===== src/pmc_pkg.sv =====
// Constants and carrier types for the PHY basic control register
package pmc_pkg;

  // ==========================================
  // Register map
  localparam logic [4:0]  PMC_REG_CTL   = 5'h00;
  localparam logic [15:0] PMC_CTL_RESET = 16'h3000;

  // ==========================================
  // Field positions
  localparam int PMC_B_RESET  = 15;
  localparam int PMC_B_LOOP   = 14;
  localparam int PMC_B_SPEED  = 13;
  localparam int PMC_B_AN_EN  = 12;
  localparam int PMC_B_PDOWN  = 11;
  localparam int PMC_B_AN_RST = 9;
  localparam int PMC_B_DUPLEX = 8;
  localparam int PMC_B_COLTST = 7;

  // ==========================================
  // Timing
  localparam int PMC_CLK_MHZ  = 125;
  localparam int PMC_SRST_NS  = 640;
  localparam int PMC_DEAD_NS  = 560;
  localparam int PMC_SRST_CYC = (PMC_SRST_NS * PMC_CLK_MHZ + 999) / 1000;
  localparam int PMC_DEAD_CYC = (PMC_DEAD_NS * PMC_CLK_MHZ + 999) / 1000;

  // ==========================================
  // Carriers
  typedef struct packed {
    logic        wr;
    logic [4:0]  addr;
    logic [15:0] wdata;
  } pmc_req_t;

  typedef struct packed {
    logic       dv;
    logic [3:0] data;
  } pmc_nib_t;

endpackage : pmc_pkg


===== src/pmc_timer.sv =====
// One-shot interval timer used for soft reset and loopback dead time
`timescale 1ns/1ns
module pmc_timer #(
  parameter int CYCLES = 8
) (
  // Clock and reset
  input  wire logic clk_sys,
  input  wire logic rst,
  input  wire logic ce,
  // Control
  input  wire logic start,
  output logic      busy,
  output logic      last
);
  import pmc_pkg::*;

  logic [15:0] cnt;

  assign last = busy && (cnt == 16'h0001);

  // ==========================================
  // Down counter, busy for CYCLES cycles
  always_ff @(posedge clk_sys or posedge rst) begin
    if (rst) begin
      cnt  <= 16'h0000;
      busy <= 1'b0;
    end else if (ce) begin
      if (start) begin
        cnt  <= 16'(CYCLES);
        busy <= 1'b1;
      end else if (busy) begin
        cnt  <= cnt - 16'h0001;
        busy <= !last;
      end
    end
  end

endmodule : pmc_timer


===== src/pmc_ctl.sv =====
// PHY basic control register with its loopback, collision and control outputs
// Operation
// - Register reached through the management access port in the CSR space.
// - Writing one to bit 15 returns the registers to defaults; bit self-clears.
// - Reset bit reads one until done; no transaction taken before completion.
// - Bit 14 loops transmit nibbles into the receive path; resets to zero.
// - In loopback, line receive data never reaches the receive path.
// - Entering loopback gives a receive dead interval of about 560 ns.
// - Configured loopback setting overrides the register loopback bit.
// - With auto-negotiation off, bit 13 picks 100 or 10 Mbps; resets one.
// - Speed bit readback is meaningful only with auto-negotiation off.
// - Bit 12 enables auto-negotiation, resets one; speed and duplex ignored.
// - Bit 11 puts the PHY into low power; resets to zero.
// - Writing one to bit 9 restarts auto-negotiation; bit self-clears.
// - With auto-negotiation off, bit 8 picks full or half duplex.
// - With a single supported duplex mode, the duplex bit shows that mode.
// - In loopback, behaviour does not depend on the duplex bit.
// - Bit 7 forces collision whenever transmit enable is high.
`timescale 1ns/1ns
module pmc_ctl #(
  parameter int SRST_CYC = pmc_pkg::PMC_SRST_CYC,
  parameter int DEAD_CYC = pmc_pkg::PMC_DEAD_CYC
) (
  // Clock, reset, enable
  input  wire logic              clk_sys,
  input  wire logic              rst,
  input  wire logic              ce,
  // Management access port
  input  wire logic              req_valid,
  input  wire pmc_pkg::pmc_req_t req,
  output logic                   req_ready,
  output logic                   rsp_valid,
  output logic [15:0]            rsp_rdata,
  output logic [15:0]            ctl_word,
  // Configuration and abilities
  input  wire logic              cfg_loop_valid,
  input  wire logic              cfg_loop,
  input  wire logic              able_full,
  input  wire logic              able_half,
  // Nibble data paths
  input  wire pmc_pkg::pmc_nib_t tx,
  input  wire pmc_pkg::pmc_nib_t line_rx,
  input  wire logic              line_crs,
  output pmc_pkg::pmc_nib_t      rx,
  output logic                   col,
  // PHY controls
  output logic                   loop_active,
  output logic                   phy_power_down,
  output logic                   an_enable,
  output logic                   an_restart,
  output logic                   force_100,
  output logic                   force_full
);
  import pmc_pkg::*;

  // ==========================================
  // Request decode
  logic        take;
  logic        hit;
  logic        wr_hit;
  logic        srst_go;
  logic        srst_busy;
  logic        srst_last;
  logic        dead_busy;
  logic        dead_go;
  logic        loop_eff;
  logic        dup_rd;
  logic [15:0] ctl_rd;

  logic loop_bit;
  logic spd_bit;
  logic an_bit;
  logic pd_bit;
  logic an_rst_bit;
  logic dup_bit;
  logic ct_bit;

  assign take   = ce && req_valid && req_ready;
  assign hit    = (req.addr == PMC_REG_CTL);
  assign wr_hit = take && req.wr && hit;
  assign srst_go = wr_hit && req.wdata[PMC_B_RESET];

  // ==========================================
  // Timers
  pmc_timer #(
    .CYCLES (SRST_CYC)
  ) u_srst (
    .clk_sys (clk_sys),
    .rst     (rst),
    .ce      (ce),
    .start   (srst_go),
    .busy    (srst_busy),
    .last    (srst_last)
  );

  assign dead_go = loop_eff && !loop_active;

  pmc_timer #(
    .CYCLES (DEAD_CYC)
  ) u_dead (
    .clk_sys (clk_sys),
    .rst     (rst),
    .ce      (ce),
    .start   (dead_go),
    .busy    (dead_busy),
    .last    ()
  );

  // ==========================================
  // Effective settings
  // configuration loopback wins
  assign loop_eff = cfg_loop_valid ? cfg_loop : loop_bit;

  always_comb begin
    if (able_full && !able_half) begin
      dup_rd = 1'b1;
    end else if (able_half && !able_full) begin
      dup_rd = 1'b0;
    end else begin
      dup_rd = dup_bit;
    end
  end

  // reset bit reads one while busy
  always_comb begin
    ctl_rd               = 16'h0000;
    ctl_rd[PMC_B_RESET]  = srst_busy || srst_go;
    ctl_rd[PMC_B_LOOP]   = loop_bit;
    ctl_rd[PMC_B_SPEED]  = spd_bit;
    ctl_rd[PMC_B_AN_EN]  = an_bit;
    ctl_rd[PMC_B_PDOWN]  = pd_bit;
    ctl_rd[PMC_B_AN_RST] = an_rst_bit;
    ctl_rd[PMC_B_DUPLEX] = dup_rd;
    ctl_rd[PMC_B_COLTST] = ct_bit;
  end

  // ==========================================
  // Control fields
  // reset value 0x3000
  // reserved bits not stored, read zero
  always_ff @(posedge clk_sys or posedge rst) begin
    if (rst) begin
      loop_bit <= PMC_CTL_RESET[PMC_B_LOOP];
      spd_bit  <= PMC_CTL_RESET[PMC_B_SPEED];
      an_bit   <= PMC_CTL_RESET[PMC_B_AN_EN];
      pd_bit   <= PMC_CTL_RESET[PMC_B_PDOWN];
      dup_bit  <= PMC_CTL_RESET[PMC_B_DUPLEX];
      ct_bit   <= PMC_CTL_RESET[PMC_B_COLTST];
    end else if (ce) begin
      if (srst_go) begin
        loop_bit <= PMC_CTL_RESET[PMC_B_LOOP];
        spd_bit  <= PMC_CTL_RESET[PMC_B_SPEED];
        an_bit   <= PMC_CTL_RESET[PMC_B_AN_EN];
        pd_bit   <= PMC_CTL_RESET[PMC_B_PDOWN];
        dup_bit  <= PMC_CTL_RESET[PMC_B_DUPLEX];
        ct_bit   <= PMC_CTL_RESET[PMC_B_COLTST];
      end else if (wr_hit) begin
        loop_bit <= req.wdata[PMC_B_LOOP];
        spd_bit  <= req.wdata[PMC_B_SPEED];
        an_bit   <= req.wdata[PMC_B_AN_EN];
        pd_bit   <= req.wdata[PMC_B_PDOWN];
        dup_bit  <= req.wdata[PMC_B_DUPLEX];
        ct_bit   <= req.wdata[PMC_B_COLTST];
      end
    end
  end

  always_ff @(posedge clk_sys or posedge rst) begin
    if (rst) begin
      an_rst_bit <= 1'b0;
      an_restart <= 1'b0;
    end else if (ce) begin
      an_rst_bit <= wr_hit && !srst_go && req.wdata[PMC_B_AN_RST];
      an_restart <= an_rst_bit;
    end
  end

  // ==========================================
  // Access port answers
  // hold off transactions during reset
  always_ff @(posedge clk_sys or posedge rst) begin
    if (rst) begin
      req_ready <= 1'b1;
      rsp_valid <= 1'b0;
      rsp_rdata <= 16'h0000;
      ctl_word  <= PMC_CTL_RESET;
    end else if (ce) begin
      req_ready <= !srst_go && !(srst_busy && !srst_last);
      rsp_valid <= take;
      if (take && !req.wr && hit) begin
        rsp_rdata <= ctl_rd;
      end else if (take) begin
        rsp_rdata <= 16'h0000;
      end
      ctl_word <= ctl_rd;
    end
  end

  // ==========================================
  // PHY control outputs
  always_ff @(posedge clk_sys or posedge rst) begin
    if (rst) begin
      loop_active    <= 1'b0;
      phy_power_down <= 1'b0;
      an_enable      <= 1'b1;
      force_100      <= 1'b0;
      force_full     <= 1'b0;
    end else if (ce) begin
      loop_active    <= loop_eff;
      phy_power_down <= pd_bit;
      an_enable      <= an_bit;
      force_100      <= !an_bit && spd_bit;
      force_full     <= !an_bit && (loop_eff || dup_rd);
    end
  end

  // ==========================================
  // Receive path and collision
  always_ff @(posedge clk_sys or posedge rst) begin
    if (rst) begin
      rx  <= '0;
      col <= 1'b0;
    end else if (ce) begin
      if (pd_bit) begin
        rx <= '0;
      end else if (loop_eff) begin
        rx <= (dead_busy || dead_go) ? '0 : tx;
      end else begin
        rx <= line_rx;
      end
      col <= tx.dv && (ct_bit || (!loop_eff && !force_full && line_crs));
    end
  end

  // ==========================================
  // Assertion helpers
  logic [15:0] ready_low_cnt;
  logic [15:0] loop_age;

  // Cycles spent refusing requests
  always_ff @(posedge clk_sys or posedge rst) begin
    if (rst) begin
      ready_low_cnt <= 16'h0000;
    end else if (ce) begin
      if (req_ready) begin
        ready_low_cnt <= 16'h0000;
      end else begin
        ready_low_cnt <= ready_low_cnt + 16'h0001;
      end
    end
  end

  // Cycles since loopback became active
  always_ff @(posedge clk_sys or posedge rst) begin
    if (rst) begin
      loop_age <= 16'h0000;
    end else if (ce) begin
      if (!loop_active) begin
        loop_age <= 16'h0000;
      end else if (loop_age != 16'hffff) begin
        loop_age <= loop_age + 16'h0001;
      end
    end
  end

  // ==========================================
  // Assertions
  AST_SRST_HOLD: assert property (@(posedge clk_sys) disable iff (rst)
    $rose(req_ready) |-> ready_low_cnt == 16'(SRST_CYC))
    else $error("ready not held low after soft reset");

  AST_SRST_END: assert property (@(posedge clk_sys) disable iff (rst)
    $fell(req_ready) |-> ##[1:SRST_CYC] req_ready)
    else $error("soft reset did not complete in time");

  AST_SRST_BIT: assert property (@(posedge clk_sys) disable iff (rst)
    !req_ready |-> ctl_word[15])
    else $error("reset bit not one while busy");

  AST_SRST_DEF: assert property (@(posedge clk_sys) disable iff (rst)
    srst_go |-> ##2 (ctl_word[14:9] == 6'h18) && !an_restart)
    else $error("soft reset left fields set");

  AST_RST_VAL: assert property (@(posedge clk_sys)
    $fell(rst) |-> ctl_word == 16'h3000)
    else $error("reset value wrong");

  AST_LOOP_RX: assert property (@(posedge clk_sys) disable iff (rst)
    $past(loop_eff && !dead_busy && !dead_go && !pd_bit) |-> rx == $past(tx))
    else $error("loopback data mismatch");

  AST_DEAD: assert property (@(posedge clk_sys) disable iff (rst)
    loop_active && (loop_age <= 16'(DEAD_CYC)) |-> !rx.dv)
    else $error("no dead time on loopback entry");

  AST_PRIO: assert property (@(posedge clk_sys) disable iff (rst)
    $past(cfg_loop_valid) |-> loop_active == $past(cfg_loop))
    else $error("configured loopback not honoured");

  AST_AN_IGN: assert property (@(posedge clk_sys) disable iff (rst)
    an_enable |-> !force_100 && !force_full)
    else $error("speed or duplex forced under negotiation");

  AST_PDOWN: assert property (@(posedge clk_sys) disable iff (rst)
    phy_power_down |-> !rx.dv)
    else $error("receive active in power-down");

  AST_RESTART: assert property (@(posedge clk_sys) disable iff (rst)
    wr_hit && !srst_go && req.wdata[9] |-> ##2 an_restart ##1 !ctl_word[9])
    else $error("restart pulse or self-clear missing");

  AST_DUP_ONE: assert property (@(posedge clk_sys) disable iff (rst)
    able_full && !able_half |=> ctl_word[8])
    else $error("duplex bit not forced to supported mode");

  AST_LOOP_DUP: assert property (@(posedge clk_sys) disable iff (rst)
    loop_active && !an_enable |-> force_full)
    else $error("loopback depends on duplex bit");

  AST_COLTST: assert property (@(posedge clk_sys) disable iff (rst)
    $past(ct_bit && tx.dv) |-> col)
    else $error("collision not forced");

  COV_SRST: cover property (@(posedge clk_sys) disable iff (rst)
    srst_go ##1 !req_ready ##[1:80] req_ready);

  COV_LOOP: cover property (@(posedge clk_sys) disable iff (rst)
    $rose(loop_active) ##[1:80] rx.dv);

  COV_COL: cover property (@(posedge clk_sys) disable iff (rst)
    col && !loop_active);

  COV_RESTART: cover property (@(posedge clk_sys) disable iff (rst)
    an_restart);

endmodule : pmc_ctl


===== config.mk =====
export PLATFORM = sky130hd
export DESIGN_NAME = pmc_ctl
export DESIGN_NICKNAME = d
export VERILOG_FILES = /design/src/pmc_pkg.sv /design/src/pmc_timer.sv /design/src/pmc_ctl.sv
export SDC_FILE = /design/constraint.sdc
export NUM_CORES = 1
export LEC_CHECK = 0
export ABC_AREA = 1
export BUFFER_PORTS_ARGS = -buffer_cell sky130_fd_sc_hd__buf_2
export CORE_ASPECT_RATIO = 1.25
export CORE_MARGIN = 5
export CORE_UTILIZATION = 49
export CTS_BUF_LIST = sky130_fd_sc_hd__clkbuf_16
export DETAILED_ROUTE_END_ITERATION = 8
export GPL_ROUTABILITY_DRIVEN = 0
export PLACE_DENSITY = 0.77
export SKIP_LAST_GASP = 1
export SLEW_MARGIN = 0
export SYNTH_ARGS = -nofsm -noshare
export SYNTH_HDL_FRONTEND = slang
export SYNTH_HIERARCHICAL = 1
export SYNTH_SLANG_ARGS = --single-unit

===== constraint.sdc =====
create_clock -name clk_sys -period 1.7 [get_ports clk_sys]
set_clock_uncertainty 0.1 [all_clocks]
set_input_delay 0.255 -clock clk_sys [delete_from_list [all_inputs] [get_ports clk_sys]]
set_output_delay 0.255 -clock clk_sys [all_outputs]
set_load 0.01 [all_outputs]

==> out/results.ini <==
[status]
status=finished, violations left
failed_checks=setup timing

[power_and_ir_drop]
powerDensity_mw_per_mm2=1120
p_seq_share_pct=38.0
p_sw_w=0.00160
peakVddDrop_mv=0.891
internal-power_w=0.00366
p_leak_nw=2.55
p_comb_share_pct=20.6
switching_share_pct=30.4
clkPwrFrac_pct=41.3

[route]
dr.pass1.iters=4
final_antenna_net_count=0
routedWlPerCell_um=13.3
viasPerCell=5.06
drc=0
first_iter_violations=219
vias=3380
wl_um=8880

[clock_tree]
cts_tree=done
clk_pin_slew_worst_paths_ns=0.06
cts_made_buffers=9
clockBufferDepth=2
clock_latency_ns=0.33
cts_root_buffer=clkbuf_16
htreeDepth=3
cts.sinks=68

[die]
initial_core_util_pct=50.2
fp.dieArea_mm2=0.00944
core_mm2=0.00740
dieWidth_um=87.9
rows=35
chipHeight_um=107
ios=87

[worst_setup_path]
crit_chain=inv_2 > o21ai_4 > inv_2 > nor2_4 > o21ai_4 > nor2_4 > and2_4 > nand2_1 > nand2_1 > nor2_1
end_kind=register
crit_type=register to register
arrival_ns=1.85
rrSetupSlack_ns=-0.02
crit_slowest_cell=dfrtp_1
startpoint_type=register
cp.required_ns=1.82
max_stage_delay_ns=0.37
cp_max_fo=7

[timing]
fin_crit_sh_pct=101
fmax_mhz=580
finalWorstSetupSlack_ns=-0.0238
final.setup.tns_ns=-0.0492
final-hold-violation-count=0
slew_violations=0
worstMarginPinSlew_ns=0.705
rsz0062_at_grt=yes
final.min_clock_period_ns=1.72
setup_viol=4
slew_headroom_pct=52.9

[yosys]
postSynthCellCount=481
syn_avg_cell_area_um2=7.73
ys_warn_count=6
syn_area_mm2=0.00372

[layout]
utilization_pct=63.3
final_layout_size_suffix_gt1_share_pct=28.1
fin_nets=616
diodes=0
syn_to_final_growth_pct=26.1
fin_area_mm2=0.00469
instances_no_fill=668

[place]
io_buffers=62
dpl_cell_area_mm2=0.00413
place_inst=639
dp_hpwl_um=6000

[grt]
grt_pass1_wl_um=13900
grt_max_degree=35
antenna_found_initial=1
overflow=0
first_global_vias=3111
grt_use_total_pct=18.7

[hold_path]
hold_path_class=input pin to register

[run]
maxCapViolations=0

## final cells by class
class                           count  area (um^2)
Sequential cell                    68         1710
Tap cell                           92          115
Timing Repair Buffer               89          536
Clock buffer                        9          225
Multi-Input combinational cell    342         1750
Fill cell                         598         2710
Inverter                           61          231
Clock inverter                      7          123
## repair_timing
action / CTS / global route
hold buffers: 1 / 0
gates resized for setup: 1 / 26
buffers inserted: 3 / 7
gates cloned: 1 / 1
setup endpoints to repair: 6 / 26
hold endpoints to repair: 63 / 0
pin swaps: 6 / 18
## metal layers
| layer | vias up | track usage [%] | routed length, um |
|---|---|---|---|
| li1 | 1668 | - | - |
| met1 | 1590 | 22.2 | 3440 |
| met2 | 100 | 32.3 | 4700 |
| met3 | 20 | 3.14 | 490 |
| met4 | 2 | 8.88 | 236 |
| met5 | - | 0 | 13 |
## metrics by stage
stage          hold WS [ns]  worst slack, ns  total power, W
4_1_cts              0.0684          0.00453         0.00518
5_1_grt              0.0904           -0.128         0.00553
6_report             0.0755          -0.0238         0.00526
3_5_place_dp          0.299          -0.0820         0.00299
3_3_place_gp          0.297          -0.0346         0.00295
2_1_floorplan        0.0811          -0.0520         0.00273
## critical path: cells and delay by family (launching register included)
kind / cells / cell delay [ns]
compound gates: 2 / 0.26
buf+inv: 2 / 0.14
flops: 1 / 0.37
simple gates: 6 / 0.74
## registers in the layout (all words and copies together), names as in the netlist, 5 cells and up
register,cells
ctl_word,8
rsp_rdata,8
rx,5
u_dead/cnt,16
u_srst/cnt,16
## final timing paths
path,startpoint,end,cells past startpoint
worst max-delay path,loop_bit,u_dead/cnt[10],10
worst min-delay path,req[8],dup_bit,3
worst max register to register,loop_bit,u_dead/cnt[10],10
worst min register to register,ctl_word[13],ctl_word[13],2
max in group asynchronous,rst,u_dead/cnt[12],3
min in group asynchronous,rst,u_srst/cnt[2],3
## power by group through the flow
| stage | Sequential, W | Clock [W] | Combinational [W] |
|---|---|---|---|
| floorplan | 0.00200 | 0 | 0.000736 |
| global placement | 0.00201 | 0 | 0.000941 |
| detailed placement | 0.00201 | 0 | 0.000980 |
| CTS | 0.00199 | 0.00220 | 0.000991 |
| global route | 0.00203 | 0.00227 | 0.00123 |
| finish | 0.00200 | 0.00217 | 0.00108 |
## placed cells by master, fill, tap and decap left out, types with 2 or more instances in the layout
| cell | n |
|---|---|
| clkinvlp_4 | 2 |
| nand3_1 | 29 |
| nand4_1 | 7 |
| nor2_2 | 11 |
| o21ai_4 | 3 |
| nand2_1 | 123 |
| or2_1 | 2 |
| nand3_2 | 4 |
| conb_1 | 16 |
| or2_2 | 3 |
| nor2_4 | 9 |
| inv_2 | 3 |
| dfstp_2 | 5 |
| nor2_1 | 60 |
| o31ai_1 | 6 |
| o21ai_1 | 5 |
| nand2_2 | 9 |
| ha_1 | 4 |
| a21oi_1 | 12 |
| clkbuf_16 | 9 |
| inv_1 | 57 |
| buf_4 | 23 |
| o21ai_0 | 20 |
| o21ai_2 | 2 |
| nand3_4 | 3 |
| bufinv_16 | 3 |
| buf_2 | 62 |
| o211ai_1 | 3 |
| buf_6 | 2 |
| dfrtp_1 | 63 |
Note: power is estimated with default switching activity, not from simulation.
